## src/rtl/cci_pkg.sv

```systemverilog
// constants, opcodes, field layouts and register map of the call and clear execution block
// assumes one core clock; all users reference names as cci_pkg::name
`default_nettype none

package cci_pkg;

  // widths
  localparam int PC_W = 11;
  localparam int DATA_W = 8;
  localparam int WORD_W = 12;
  localparam int FILE_ADDR_W = 5;
  localparam int BUS_ADDR_W = 4;

  // opcode patterns and masks of the handled instructions
  localparam logic [11:0] CALL_MASK = 12'hF00;
  localparam logic [11:0] CALL_CODE = 12'h900;
  localparam logic [11:0] FILE_WIPE_MASK = 12'hFE0;
  localparam logic [11:0] FILE_WIPE_CODE = 12'h060;
  localparam logic [11:0] ACC_WIPE_CODE = 12'h040;
  localparam logic [11:0] WDT_RESTART_CODE = 12'h004;

  // operand field positions inside the program word
  localparam int IMM_MSB = 7;
  localparam int IMM_LSB = 0;
  localparam int FILE_MSB = 4;
  localparam int FILE_LSB = 0;

  // status bit positions
  localparam int ST_PAGE_HI = 6;
  localparam int ST_PAGE_LO = 5;
  localparam int ST_EXPIRY = 4;
  localparam int ST_SLEEP = 3;
  localparam int ST_ZERO = 2;

  // control bit position: prescaler belongs to the watchdog
  localparam int CTL_PSC_WDT = 0;

  // register offsets on the plain register port
  localparam logic [3:0] REG_STATUS = 4'h0;
  localparam logic [3:0] REG_CONTROL = 4'h1;
  localparam logic [3:0] REG_ACCUM = 4'h2;
  localparam logic [3:0] REG_PC_LO = 4'h3;
  localparam logic [3:0] REG_PC_HI = 4'h4;
  localparam logic [3:0] REG_STACK_LO = 4'h5;
  localparam logic [3:0] REG_STACK_HI = 4'h6;
  localparam logic [3:0] REG_WDT_COUNT = 4'h7;

  // reset values
  localparam logic [7:0] STATUS_RST = 8'h18;
  localparam logic [7:0] CONTROL_RST = 8'h01;
  localparam logic [7:0] ACCUM_RST = 8'h00;
  localparam logic [10:0] PC_RST = 11'h000;
  localparam logic [7:0] WDT_COUNT_RST = 8'h00;

  // watchdog pacing defaults
  localparam int WDT_PRESCALE_DEF = 128;
  localparam logic [7:0] WDT_LIMIT = 8'hFF;

  // execution phase
  typedef enum logic [0:0] {
    PH_EXEC = 1'b0,
    PH_CALL_SECOND = 1'b1
  } cci_phase_type;

  // opcode recognisers and operand extraction
  function automatic logic cci_is_call(input logic [11:0] w);
    return (w & CALL_MASK) == CALL_CODE;
  endfunction : cci_is_call

  function automatic logic cci_is_file_wipe(input logic [11:0] w);
    return (w & FILE_WIPE_MASK) == FILE_WIPE_CODE;
  endfunction : cci_is_file_wipe

  function automatic logic [4:0] cci_file_addr(input logic [11:0] w);
    return w[FILE_MSB:FILE_LSB];
  endfunction : cci_file_addr

endpackage : cci_pkg

`default_nettype wire

```

## src/rtl/cci_exec.sv

```systemverilog
// execution of subroutine call, file register clear, accumulator clear and watchdog restart
// assumes fetch, register file and software port all run on mclk; no resynchronisation needed
//
// Function
// - call pushes program counter plus one onto the return stack head
// - call loads its eight-bit immediate into program counter bits 7 to 0
// - call copies status bits 6 and 5 into program counter bits 10 and 9
// - call clears program counter bit 8, takes two cycles, flags unchanged
// - file register wipe writes 00h to register 0..31, sets zero flag, one cycle
// - accumulator wipe 0000 0100 0000 clears accumulator, sets zero flag, one cycle
// - watchdog restart zeroes counter, and prescaler only when assigned to watchdog
// - watchdog restart sets expiry bit and sleep entry bit to one
`default_nettype none

module cci_exec #(
  parameter int WDT_PRESCALE = cci_pkg::WDT_PRESCALE_DEF,
  parameter logic [10:0] RESET_VECTOR = cci_pkg::PC_RST
) (
  input wire logic mclk,
  input wire logic rstn,
  // instruction from fetch
  input wire logic instr_valid,
  input wire logic [11:0] instr_word,
  output logic instr_ready,
  output logic exec_done,
  output logic [10:0] program_counter,
  // return stack push
  output logic stack_push,
  output logic [10:0] return_stack_head,
  // register file write port
  output logic file_wr_en,
  output logic [4:0] file_wr_addr,
  output logic [7:0] file_wr_data,
  // core state seen by neighbours
  output logic [7:0] accumulator,
  output logic zero_flag,
  output logic watchdog_expiry_bit,
  output logic sleep_entry_bit,
  output logic watchdog_timeout,
  // software register port
  input wire logic [3:0] reg_addr,
  input wire logic [7:0] reg_wdata,
  input wire logic reg_wr,
  input wire logic reg_rd,
  output logic [7:0] reg_rdata
);

  typedef struct packed {
    cci_pkg::cci_phase_type phase;
    logic [10:0] pc;
    logic [10:0] stack_head;
    logic stack_push;
    logic [7:0] acc;
    logic [7:0] status;
    logic [7:0] control;
    logic file_wr_en;
    logic [4:0] file_wr_addr;
    logic instr_ready;
    logic exec_done;
    logic wdt_restart;
    logic psc_restart;
    logic [7:0] rdata;
  } cci_core_state_type;

  cci_core_state_type s;
  cci_core_state_type next_s;
  logic [7:0] wdt_count;
  logic wdt_timeout;
  logic take;
  logic [11:0] word;

  // watchdog counter and prescaler
  cci_watchdog #(
    .PRESCALE(WDT_PRESCALE)
  ) u_watchdog (
    .mclk(mclk),
    .rstn(rstn),
    .counter_restart(s.wdt_restart),
    .prescaler_restart(s.psc_restart),
    .prescaler_assigned(s.control[cci_pkg::CTL_PSC_WDT]),
    .watchdog_counter(wdt_count),
    .timeout(wdt_timeout)
  );

  // one word per instruction, taken only while ready
  assign take = instr_valid && s.instr_ready;
  assign word = instr_word;

  // next state of the core
  always_comb
  begin
    next_s = s;
    next_s.stack_push = 1'b0;
    next_s.file_wr_en = 1'b0;
    next_s.exec_done = 1'b0;
    next_s.wdt_restart = 1'b0;
    next_s.psc_restart = 1'b0;
    next_s.rdata = 8'h00;

    // software writes come first so hardware updates below win
    if (reg_wr)
    begin
      unique case (reg_addr)
        cci_pkg::REG_STATUS: next_s.status = reg_wdata;
        cci_pkg::REG_CONTROL: next_s.control = reg_wdata;
        cci_pkg::REG_ACCUM: next_s.acc = reg_wdata;
        default: next_s.status = next_s.status; // read-only or unmapped: ignored
      endcase
    end

    // watchdog expiry drops the expiry bit
    if (wdt_timeout)
    begin
      next_s.status[cci_pkg::ST_EXPIRY] = 1'b0;
    end

    // instruction sequencing
    unique case (s.phase)
      cci_pkg::PH_EXEC:
      begin
        if (take)
        begin
          next_s.exec_done = 1'b1;
          next_s.pc = s.pc + 11'h001;
          if (cci_pkg::cci_is_call(word))
          begin
            next_s.stack_head = s.pc + 11'h001;
            next_s.stack_push = 1'b1;
            next_s.pc[cci_pkg::IMM_MSB:cci_pkg::IMM_LSB] = word[cci_pkg::IMM_MSB:cci_pkg::IMM_LSB];
            next_s.pc[cci_pkg::ST_PAGE_HI+4] = s.status[cci_pkg::ST_PAGE_HI];
            next_s.pc[cci_pkg::ST_PAGE_LO+4] = s.status[cci_pkg::ST_PAGE_LO];
            next_s.pc[8] = 1'b0;
            next_s.phase = cci_pkg::PH_CALL_SECOND;
            next_s.instr_ready = 1'b0;
            next_s.exec_done = 1'b0;
          end
          else if (cci_pkg::cci_is_file_wipe(word))
          begin
            next_s.file_wr_en = 1'b1;
            next_s.file_wr_addr = cci_pkg::cci_file_addr(word);
            next_s.status[cci_pkg::ST_ZERO] = 1'b1;
          end
          else if (word == cci_pkg::ACC_WIPE_CODE)
          begin
            next_s.acc = cci_pkg::ACCUM_RST;
            next_s.status[cci_pkg::ST_ZERO] = 1'b1;
          end
          else if (word == cci_pkg::WDT_RESTART_CODE)
          begin
            next_s.wdt_restart = 1'b1;
            next_s.psc_restart = s.control[cci_pkg::CTL_PSC_WDT];
            next_s.status[cci_pkg::ST_EXPIRY] = 1'b1;
            next_s.status[cci_pkg::ST_SLEEP] = 1'b1;
          end
        end
      end
      cci_pkg::PH_CALL_SECOND:
      begin
        // second cycle of a call: no word taken, flags untouched
        next_s.phase = cci_pkg::PH_EXEC;
        next_s.instr_ready = 1'b1;
        next_s.exec_done = 1'b1;
      end
    endcase

    // read data from current state, valid for the following cycle only
    if (reg_rd)
    begin
      unique case (reg_addr)
        cci_pkg::REG_STATUS: next_s.rdata = s.status;
        cci_pkg::REG_CONTROL: next_s.rdata = s.control;
        cci_pkg::REG_ACCUM: next_s.rdata = s.acc;
        cci_pkg::REG_PC_LO: next_s.rdata = s.pc[7:0];
        cci_pkg::REG_PC_HI: next_s.rdata = {5'h00, s.pc[10:8]};
        cci_pkg::REG_STACK_LO: next_s.rdata = s.stack_head[7:0];
        cci_pkg::REG_STACK_HI: next_s.rdata = {5'h00, s.stack_head[10:8]};
        cci_pkg::REG_WDT_COUNT: next_s.rdata = wdt_count;
        default: next_s.rdata = 8'h00; // unmapped reads as zero
      endcase
    end
  end

  // state register
  always_ff @(posedge mclk or negedge rstn)
  begin
    if (!rstn)
    begin
      s <= '{
        phase: cci_pkg::PH_EXEC,
        pc: RESET_VECTOR,
        stack_head: 11'h000,
        stack_push: 1'b0,
        acc: cci_pkg::ACCUM_RST,
        status: cci_pkg::STATUS_RST,
        control: cci_pkg::CONTROL_RST,
        file_wr_en: 1'b0,
        file_wr_addr: 5'h00,
        instr_ready: 1'b1,
        exec_done: 1'b0,
        wdt_restart: 1'b0,
        psc_restart: 1'b0,
        rdata: 8'h00
      };
    end
    else
    begin
      s <= next_s;
    end
  end

  // outputs straight from state flops, file write data tied to 00h
  assign instr_ready = s.instr_ready;
  assign exec_done = s.exec_done;
  assign program_counter = s.pc;
  assign stack_push = s.stack_push;
  assign return_stack_head = s.stack_head;
  assign file_wr_en = s.file_wr_en;
  assign file_wr_addr = s.file_wr_addr;
  assign file_wr_data = 8'h00;
  assign accumulator = s.acc;
  assign zero_flag = s.status[cci_pkg::ST_ZERO];
  assign watchdog_expiry_bit = s.status[cci_pkg::ST_EXPIRY];
  assign sleep_entry_bit = s.status[cci_pkg::ST_SLEEP];
  assign watchdog_timeout = wdt_timeout;
  assign reg_rdata = s.rdata;

endmodule : cci_exec

`default_nettype wire

```

## src/rtl/cci_watchdog.sv

```systemverilog
// watchdog counter with an optional prescaler in front of it
// assumes restart strobes come from logic on the same clock
`default_nettype none

module cci_watchdog #(
  parameter int PRESCALE = cci_pkg::WDT_PRESCALE_DEF
) (
  input wire logic mclk,
  input wire logic rstn,
  input wire logic counter_restart,
  input wire logic prescaler_restart,
  input wire logic prescaler_assigned,
  output logic [7:0] watchdog_counter,
  output logic timeout
);

  localparam int PSC_W = (PRESCALE > 1) ? $clog2(PRESCALE) : 1;
  localparam logic [PSC_W-1:0] PSC_LAST = PSC_W'(PRESCALE - 1);

  typedef struct packed {
    logic [PSC_W-1:0] prescaler;
    logic [7:0] count;
    logic timeout;
  } cci_wdt_state_type;

  cci_wdt_state_type s;
  cci_wdt_state_type next_s;
  logic tick;

  // prescaler and counter advance, restart has priority
  always_comb
  begin
    next_s = s;
    next_s.timeout = 1'b0;
    tick = 1'b1;
    if (prescaler_assigned)
    begin
      tick = (s.prescaler == PSC_LAST);
      next_s.prescaler = tick ? '0 : s.prescaler + 1'b1;
    end
    if (prescaler_restart)
    begin
      next_s.prescaler = '0;
    end
    if (tick)
    begin
      if (s.count == cci_pkg::WDT_LIMIT)
      begin
        next_s.count = cci_pkg::WDT_COUNT_RST;
        next_s.timeout = 1'b1;
      end
      else
      begin
        next_s.count = s.count + 8'h01;
      end
    end
    if (counter_restart)
    begin
      next_s.count = cci_pkg::WDT_COUNT_RST;
      next_s.timeout = 1'b0;
    end
  end

  // state register
  always_ff @(posedge mclk or negedge rstn)
  begin
    if (!rstn)
    begin
      s <= '{prescaler: '0, count: cci_pkg::WDT_COUNT_RST, timeout: 1'b0};
    end
    else
    begin
      s <= next_s;
    end
  end

  assign watchdog_counter = s.count;
  assign timeout = s.timeout;

endmodule : cci_watchdog

`default_nettype wire

```

## config.mk

```make
export PLATFORM = sky130hd
export DESIGN_NAME = cci_exec
export DESIGN_NICKNAME = d
export VERILOG_FILES = /design/src/rtl/cci_pkg.sv /design/src/rtl/cci_exec.sv /design/src/rtl/cci_watchdog.sv
export SDC_FILE = /design/constraint.sdc
export NUM_CORES = 1
export LEC_CHECK = 0
export BUFFER_PORTS_ARGS = -buffer_cell sky130_fd_sc_hd__buf_4
export CORE_ASPECT_RATIO = 1.75
export CORE_UTILIZATION = 35
export CTS_BUF_LIST = sky130_fd_sc_hd__clkbuf_16
export CTS_CLUSTER_SIZE = 24
export DETAILED_ROUTE_END_ITERATION = 6
export PLACE_DENSITY = 0.59
export SYNTH_ARGS = -nofsm -noshare
export SYNTH_HDL_FRONTEND = slang
export SYNTH_HIERARCHICAL = 1
export SYNTH_SLANG_ARGS = --single-unit
export TNS_END_PERCENT = 1
```

## constraint.sdc

```tcl
create_clock -name mclk -period 1.81 [get_ports mclk]
set_input_delay 0.362 -clock mclk [delete_from_list [all_inputs] [get_ports mclk]]
set_output_delay 0.362 -clock mclk [all_outputs]
set_load 0.02 [all_outputs]
```

==> flow_metrics.tcl, run 1 <==
set metrics [dict create \
    root_buffer "clkbuf_16" \
    synth_top_area_share 0.4224 \
    rsz0062_at_grt "no" \
    grt_pass1_wl_mm 18.30 \
    syn_area_um2 4562 \
    fp.dieH_um 153.0 \
    dp_hpwl_mm 9.066 \
    drc 0 \
    dr.first_iter.drc_count 171 \
    crit_required_ns 2.04 \
    crit_end "file_wr_addr[2]" \
    critical-path-top-delay-family "simple AND/OR/NAND/NOR gates" \
    core-area_um2 12570 \
    status "completed" \
    cts_buffer_depth 2 \
    antenna_found_initial 0 \
    grt_util_all_layers 0.1843 \
    reg2reg_depth 5 \
    fmaxAchievable_mhz 569.5 \
    wl_met3_um 390 \
    gp_congestion 0.8365 \
    nNetsFinal 520 \
    grt_max_degree 42 \
    cts_tree "built" \
    avgSynthCellArea_um2 10.37 \
    slew_violations 0 \
    synth_common_cells "dfrtp_1, buf_4, nand2_1" \
    n_antenna_cell 0 \
    num-fill-cells 1246 \
    die-area_um2 13510 \
    routed_via_density 5.024 \
    postPlaceCellArea_um2 5104 \
    synthArstFlopShare 1.000 \
    ys_warn_count 6 \
    first_pass_iters 5 \
    cts-buffers-inserted 9 \
    port-buffer-count 79 \
    clock_sinks 81 \
    synth_top_flop_cell "dfrtp_1" \
    area_growth_pct 18.05 \
    cp-startpoint "instr_ready" \
    clk_pin_slew_ns 0.06 \
    yosysTopAreaCell "dfrtp_1" \
    worstSetupStartpointType "flop" \
    synthMostInstantiatedCell "dfrtp_1" \
    layout-drive-gt1-share 0.3347 \
    finClkSkew_ns 0.005921 \
    wl_per_cell_um 17.65 \
    synth-seq-area-share 0.4454 \
    cts_htree_levels 3 \
    synthTopCellsByArea "dfrtp_1, buf_4, mux2i_1" \
    start_util 0.3630 \
    power_density_nw_per_um2 1341 \
    cp_slowest_stage_delay_ns 0.53 \
    fin_crit_ns 1.756 \
    setup_ws_ns 0.05406 \
    post-route-period-util 0.9701 \
    grt_pass1_vias 3447 \
    cp_num_cells 5 \
    num_vias 3321 \
    final_cell_area_um2 5385 \
    pre_cts_slack_ns -0.2255 \
    placementRows 54 \
    boundaryPins 88 \
    hold_viol_final 0 \
    crit_buf_inv 1 \
    path_class "reg2reg" \
    cp-end-kind "flop" \
    cp_cell_sequence "nand3b_1, nor3_4, and3_1, buf_4, mux2_4" \
    met1_length_mm 4.244 \
    postCtsSetupRepairBufs 0 \
    finalSetupViolations 0 \
    dr_wl_met2_mm 6.713 \
    vdd.ir_drop.worst_uv 610.1 \
    critPathMaxFanout 6 \
    synth_edf_count 0 \
    maxCapViolations 0 \
    p_leak_nw 2.460 \
    ys_types 63 \
    postRouteAntennaNets 0 \
    clock_latency_ns 0.34 \
    hp-class "in2reg" \
    final_util 0.4285 \
    worstReg2RegEnd "file_wr_addr[2]" \
    ys_seq_elements 81 \
    wirelength_mm 11.67 \
    r2r_setup_slack_ns 0.05 \
    highest_layer "met4" \
    r2r_start "instr_ready" \
    slowest_stage "dfstp_2" \
    gr-total-overflow 0 \
    synth_cells 440 \
    arrival_ns 1.98 \
    die_w_um 88.30 \
]
[kinds of logic after synthesis]
kind of cell | share of synthesized area
AOI/OAI and AO/OA | 0.09984
xor gates and xnor gates | 0.02112
adders and majority gates | 0.008229
buffers and inverters | 0.1245
DFF | 0.4454
muxes | 0.1415
other | 0.0008220
and+or+nand+nor | 0.1585
[area by class of cell]
cell class              instances  area [um^2]  share of cell area
inverters                       6        22.52            0.004182
well taps                     168        210.2             0.03903
flip-flops and latches         81         2032              0.3773
multi-input cells             279         1988              0.3692
repair buffers                111        860.8              0.1599
clock inverters                 7        46.29            0.008597
clock buffers                   9        225.2             0.04182
[what timing repair did]
item	4_1_cts	5_1_grt
hold buffers	1	0
endpoints found under the hold margin	17	0
resized for setup	0	0
[worst min path at each step]
stage / startpoint / to / depth (start not counted)
floorplan: rstn / accumulator[0] / 0
global placement: rstn / exec_done / 1
detailed placement: rstn / exec_done / 1
CTS: reg_wdata[7] / s[33] / 2
global route: reg_wdata[7] / s[33] / 2
finish: reg_wdata[7] / s[33] / 2
[layer usage]
| metal | GRT usage | vias up |
|---|---|---|
| li1 | - | 1593 |
| met3 | 0.03240 | 19 |
| met1 | 0.1929 | 1637 |
| met4 | 0.07450 | 0 |
| met5 | 0 | - |
| met2 | 0.3476 | 72 |
[layout by cell type (no fill, tap or decap), types with 7 or more instances in the layout]
cell and instances:
buf_4 108, dfrtp_1 77, nand2_1 37, nor2_1 32
mux2i_1 21, a21oi_1 18, o21ai_0 15, mux2_2 12
nor3_1 10, nand3_1 10, clkbuf_16 9, mux4_2 8
o21ai_1 8, conb_1 8, xnor2_1 7
[through the flow]
| step | total power, W | hold slack [ns] | setup TNS, ns | std cells |
|---|---|---|---|---|
| after floorplan | 0.004847 | 0.06641 | 0 | 447 |
| after global placement | 0.005507 | 0.2636 | -1.581 | 644 |
| after detailed placement | 0.005575 | 0.2683 | -1.735 | 644 |
| after CTS | 0.007271 | 0.2489 | 0 | 661 |
| after global routing | 0.007632 | 0.2489 | 0 | 661 |
| final | 0.007219 | 0.2522 | 0 | 661 |
[worst reg2reg max path, delay by kind of cell (launching register included)]
kind	cells	cell delay [ns]
buffers and inverters	1	0.16
DFF	1	0.53
muxes	1	0.31
and+or+nand+nor	3	0.64
[where the power goes]
group          internal (W)  switching (W)
logic               0.00125        0.00137
clock network      0.000925       0.000753
registers           0.00233       0.000591
total               0.00450        0.00272
[registers in the layout (all words and copies together) (netlist names)]
register / flops
watchdog_expiry_bit: 1
sleep_entry_bit: 1
program_counter: 11
return_stack_head: 11
reg_rdata: 8
instr_ready: 1
exec_done: 1
file_wr_addr: 5
u_watchdog/s: 7
zero_flag: 1
file_wr_en: 1
s: 16
u_watchdog/timeout: 1
accumulator: 8
u_watchdog/watchdog_counter: 8
(Power assumes the default switching activity.)
==> inputs of run 2 (changes only) <==
SYNTH_HIERARCHICAL = not set   (was 1)
==> flow_metrics.tcl, run 2 <==
set metrics [dict create \
    die-area_um2 13210 \
    synth_edf_count 0 \
    dr.first_iter.drc_count 277 \
    crit_required_ns 2.04 \
    area_growth_pct 21.67 \
    cts_htree_levels 3 \
    worstReg2RegEnd "program_counter[9]" \
    yosysTopAreaCell "dfrtp_1" \
    power_frac_seq 0.397 \
    synthTopCellsByArea "dfrtp_1, buf_4, mux2_2" \
    gp_congestion 0.8156 \
    dp_hpwl_mm 9.261 \
    final_cell_area_um2 5424 \
    wl_per_cell_um 17.63 \
    fp.dieH_um 151.3 \
    vdd.ir_drop.worst_uv 644.8 \
    worstSetupStartpointType "flop" \
    fmaxAchievable_mhz 585.4 \
    synth_common_cells "dfrtp_1, buf_4, nor2_1" \
    nNetsFinal 541 \
    ys_warn_count 0 \
    routed_via_density 5.216 \
    arrival_ns 1.94 \
    p_int_w 0.004675 \
    post-route-period-util 0.9438 \
    layout-drive-gt1-share 0.3268 \
    fin_crit_ns 1.708 \
    power_density_nw_per_um2 1343 \
    power.total_w 0.007284 \
    root_buffer "clkbuf_16" \
    clock_sinks 81 \
    power.share.clock 0.263 \
    multi_input_area_um2 1962 \
    gr-total-overflow 0 \
    grt_pass1_wl_mm 18.53 \
    mostFrequentLayoutCell "buf_4" \
    postCtsSetupRepairBufs 0 \
    grt_pass1_vias 3488 \
    clk_pin_slew_ns 0.06 \
    n_antenna_cell 0 \
    switching_share 0.3581 \
    clock_latency_ns 0.34 \
    status "completed" \
    r2r_setup_slack_ns 0.10 \
    regMostFlops "s" \
    reg2reg_depth 5 \
    final_cell_mix "buf_4, dfrtp_1, nor2_1" \
    num_vias 3557 \
    drc 0 \
    rsz0062_at_grt "no" \
    path_class "reg2reg" \
    postRouteAntennaNets 0 \
    first_pass_iters 4 \
    comb_power_share 0.339 \
    placementRows 54 \
    antenna_found_initial 0 \
    avgSynthCellArea_um2 9.973 \
    seq_area_um2 2032 \
    cp-startpoint "program_counter[5]" \
    grt_max_degree 82 \
    synth_top_flop_cell "dfrtp_1" \
    start_util 0.3586 \
    synth_top_area_share 0.4322 \
    synth_cells 447 \
    critPathMaxFanout 8 \
    synthMostInstantiatedCell "dfrtp_1" \
    p_leak_nw 2.546 \
    port-buffer-count 79 \
    slew_violations 0 \
    cts.hold.buffers_added 0 \
    wirelength_mm 12.03 \
    r2r_start "program_counter[5]" \
    die_w_um 87.32 \
    grt_util_all_layers 0.1896 \
    postPlaceCellArea_um2 5102 \
    hp-class "in2async" \
    maxCapViolations 0 \
    ys_seq_elements 81 \
    crit_end "program_counter[9]" \
    cp-end-kind "flop" \
    finClkSkew_ns 0.004472 \
    ys_types 53 \
    synth-seq-area-share 0.4558 \
    largest_register_ffs 16 \
    switchingPower_w 0.002609 \
    cts_resized 0 \
    core-area_um2 12430 \
    cts_tree "built" \
    finalSetupViolations 0 \
    synthArstFlopShare 1.000 \
    syn_area_um2 4458 \
    hold_viol_final 0 \
    boundaryPins 88 \
    num-fill-cells 1248 \
    cts-buffers-inserted 9 \
    cts_buffer_depth 2 \
]
-- run 2: per-layer routing --
metal | vias up | part of all wire | global-route usage
met5 | - | 0 | 0
met4 | 0 | 0.036 | 0.1115
met3 | 22 | 0.040 | 0.03106
met2 | 108 | 0.54 | 0.3375
met1 | 1759 | 0.38 | 0.2081
li1 | 1668 | - | -
-- run 2: cell families (layout without fill, tap and decap cells) --
kind of cell	Yosys count	after routing	share of synthesized area
simple gates	138	138	0.1611
compound gates	90	90	0.1333
flops	81	81	0.4558
buf+inv	80	140	0.1125
mux	43	43	0.1064
xor+xnor	11	11	0.02161
fa+ha+maj	3	3	0.008421
other cells	1	8	0.0008412
-- run 2: how the worst min path moves through the flow --
stage / from / to / slack (ns) / cells after the start
3_3_place_gp: rstn / u_watchdog.watchdog_counter[7] / 0.43 / 2
4_1_cts: rstn / u_watchdog.watchdog_counter[2] / 0.06 / 2
6_report: rstn / u_watchdog.watchdog_counter[2] / 0.04 / 2
5_1_grt: rstn / u_watchdog.watchdog_counter[2] / 0.08 / 2
3_5_place_dp: rstn / u_watchdog.watchdog_counter[7] / 0.43 / 2
2_1_floorplan: rstn / accumulator[0] / 0.07 / 0
-- run 2: layout make-up --
class | instances | area share
sequential | 81 | 0.3746
multi-input combinational | 293 | 0.3617
timing repair buffer | 115 | 0.1615
clock buffer | 9 | 0.04152
tap | 168 | 0.03875
clock inverter | 7 | 0.01569
inverter | 9 | 0.006228
-- run 2: through the flow --
stage	util	setup TNS [ns]	std cells	setup WS [ns]	hold WS, ns
2_1_floorplan	-	0	454	0.01183	0.06641
6_report	0.4363	0	682	0.1018	0.04401
4_1_cts	0.4354	0	682	0.007655	0.06142
3_3_place_gp	0.4104	-1.518	666	-0.1391	0.4268
5_1_grt	0.4363	0	682	0.01049	0.07698
3_5_place_dp	0.4104	-1.771	666	-0.1466	0.4263
-- run 2: worst max-delay path, stage by stage (launching register included) --
cell and delay [ns]:
dfrtp_1 0.55, nand3_1 0.21, nor3_1 0.37, buf_4 0.19, a31oi_1 0.08, o22a_1 0.19
-- run 2: power groups by stage --
stage | Sequential (W) | Clock, W | Combinational (W)
2_1_floorplan | 0.00274 | 0 | 0.00181
3_3_place_gp | 0.00291 | 0 | 0.00243
3_5_place_dp | 0.00292 | 0 | 0.00249
4_1_cts | 0.00289 | 0.00196 | 0.00249
5_1_grt | 0.00296 | 0.00203 | 0.00268
6_report | 0.00289 | 0.00192 | 0.00247
==> inputs of run 3 (changes only) <==
BUFFER_PORTS_ARGS = -buffer_cell sky130_fd_sc_hd__buf_2   (was -buffer_cell sky130_fd_sc_hd__buf_4)
PLACE_DENSITY = not set   (was 0.59)
PLACE_DENSITY_LB_ADDON = 0.12   (was not set)
==> flow_metrics.tcl, run 3 (same netlist as run 2, synthesis figures left out) <==
set metrics [dict create \
    critPathMaxFanout 6 \
    power.share.clock 0.242 \
    cts_htree_levels 3 \
    finClkSkew_ns 0.003706 \
    finalSetupViolations 0 \
    area_growth_pct 17.85 \
    tns_ns 0 \
    crit_required_ns 2.04 \
    final_cell_mix "buf_2, dfrtp_1, nor2_1" \
    p_leak_nw 2.522 \
    root_buffer "clkbuf_16" \
    arrival_ns 1.94 \
    hp-class "in2reg" \
    num-fill-cells 1289 \
    comb_power_share 0.337 \
    antenna_found_initial 0 \
    fp.dieH_um 151.3 \
    fin_crit_ns 1.715 \
    grt_util_all_layers 0.1964 \
    rsz0062_at_grt "no" \
    switching_share 0.3791 \
    power_density_nw_per_um2 1303 \
    port-buffer-count 79 \
    cts-buffers-inserted 9 \
    grt_max_degree 48 \
    final_cells 688 \
    grt_pass1_vias 3530 \
    cts_buffer_depth 2 \
    postRouteAntennaNets 0 \
    gp_congestion 0.8253 \
    slew_violations 0 \
    wirelength_mm 12.32 \
    layout-drive-gt1-share 0.3327 \
    final_util 0.4226 \
    drc 0 \
    boundaryPins 88 \
    clk_pin_slew_ns 0.06 \
    vdd.ir_drop.worst_uv 537.2 \
    clock_sinks 81 \
    routed_via_density 5.099 \
    fmaxAchievable_mhz 583.1 \
    worstSetupStartpointType "flop" \
    die-area_um2 13210 \
    largest_register_ffs 16 \
    gr-total-overflow 0 \
    dr.first_iter.drc_count 142 \
    power.total_w 0.006847 \
    whs_ns 0.2797 \
    post-route-period-util 0.9475 \
    start_util 0.3586 \
    placementRows 54 \
    n_antenna_cell 0 \
    die_w_um 87.32 \
    path_class "reg2reg" \
    num_vias 3508 \
    status "completed" \
    wl_per_cell_um 17.90 \
    place_inst 671 \
    switchingPower_w 0.002596 \
    maxCapViolations 0 \
    grt_pass1_wl_mm 19.13 \
    p_int_w 0.004251 \
    mostFrequentLayoutCell "buf_2" \
    cp-end-kind "flop" \
    nNetsFinal 547 \
    clock_latency_ns 0.34 \
    dp_hpwl_mm 9.549 \
    regMostFlops "s" \
    core-area_um2 12430 \
    cts_tree "built" \
    power_frac_seq 0.421 \
    first_pass_iters 7 \
    hold_viol_final 0 \
]
==> run 3: changes by cell type in the layout (fill, tap and decap cells not counted) <==
| cell | previous run | this run |
|---|---|---|
| buf_4 | 114 | 39 |
| bufinv_16 | 2 | 0 |
| ha_1 | 3 | 2 |
| and4_1 | 3 | 2 |
| ha_2 | 0 | 1 |
| clkinvlp_4 | 1 | 0 |
| buf_2 | 0 | 78 |
| and4_2 | 0 | 1 |
| nor3_2 | 1 | 0 |
| dlygate4sd3_1 | 0 | 1 |
| inv_1 | 9 | 10 |
| nor3_1 | 8 | 9 |
| buf_12 | 1 | 3 |
| clkinv_4 | 0 | 2 |
==> run 3: layout make-up <==
cell class                      instances  area (um^2)  share of cell area
Sequential cell                        81         2032              0.3868
Inverter                                9        33.78            0.006430
Clock inverter                          7        38.79            0.007383
Tap cell                              168        210.2             0.04001
Clock buffer                            9        225.2             0.04287
Multi-Input combinational cell        293         1961              0.3732
Timing Repair Buffer                  121        753.2              0.1434
==> run 3: path summary, 6_finish.rpt <==
path                            cells after the start                   to                from  slack [ns]
worst min-delay path                                2      file_wr_addr[1]       instr_word[1]        0.28
max in group asynchronous                           3      sleep_entry_bit                rstn        0.80
worst min register to register                      1  watchdog_expiry_bit  u_watchdog.timeout        0.49
min in group asynchronous                           2     u_watchdog.s[14]                rstn        0.41
worst max-delay path                                6   program_counter[8]  program_counter[0]        0.09
worst max register to register                      6   program_counter[8]  program_counter[0]        0.09
==> run 3: what timing repair did <==
action | in CTS | in global routing
gates resized for setup | 0 | 3
buffers inserted | 0 | 0
hold buffers | 1 | 0
setup endpoints to repair | 0 | 9
hold endpoints to repair | 11 | 0
==> run 3: power by group through the flow <==
stage          Combinational (W)  Clock (W)  Sequential [W]
2_1_floorplan            0.00181          0         0.00274
3_3_place_gp             0.00229          0         0.00290
3_5_place_dp             0.00232          0         0.00291
4_1_cts                  0.00232    0.00170         0.00288
5_1_grt                  0.00255    0.00176         0.00295
6_report                 0.00231    0.00165         0.00288
==> run 3: metrics by stage <==
step                area (um^2)  setup WS [ns]
global route               5254       0.008060
global placement           4970        -0.1345
detailed placement         4970        -0.1725
floorplan                  4484        0.01183
finish                     5254        0.09496
CTS                        5244        0.01807
==> run 3: routing by layer <==
metal,global-route usage,share of wire,vias to the layer above
met4,0.1090,0.042,0
met5,0,0,-
met3,0.03324,0.034,20
met2,0.3469,0.53,88
met1,0.2201,0.39,1722
li1,-,-,1678
==> run 3: critical path, cell delays in order (launching register included) <==
cell     delay (ns)
dfrtp_1        0.45
ha_2           0.26
nand3_1        0.11
buf_4          0.19
nor2_1         0.22
o21ai_0        0.13
a22o_1         0.24
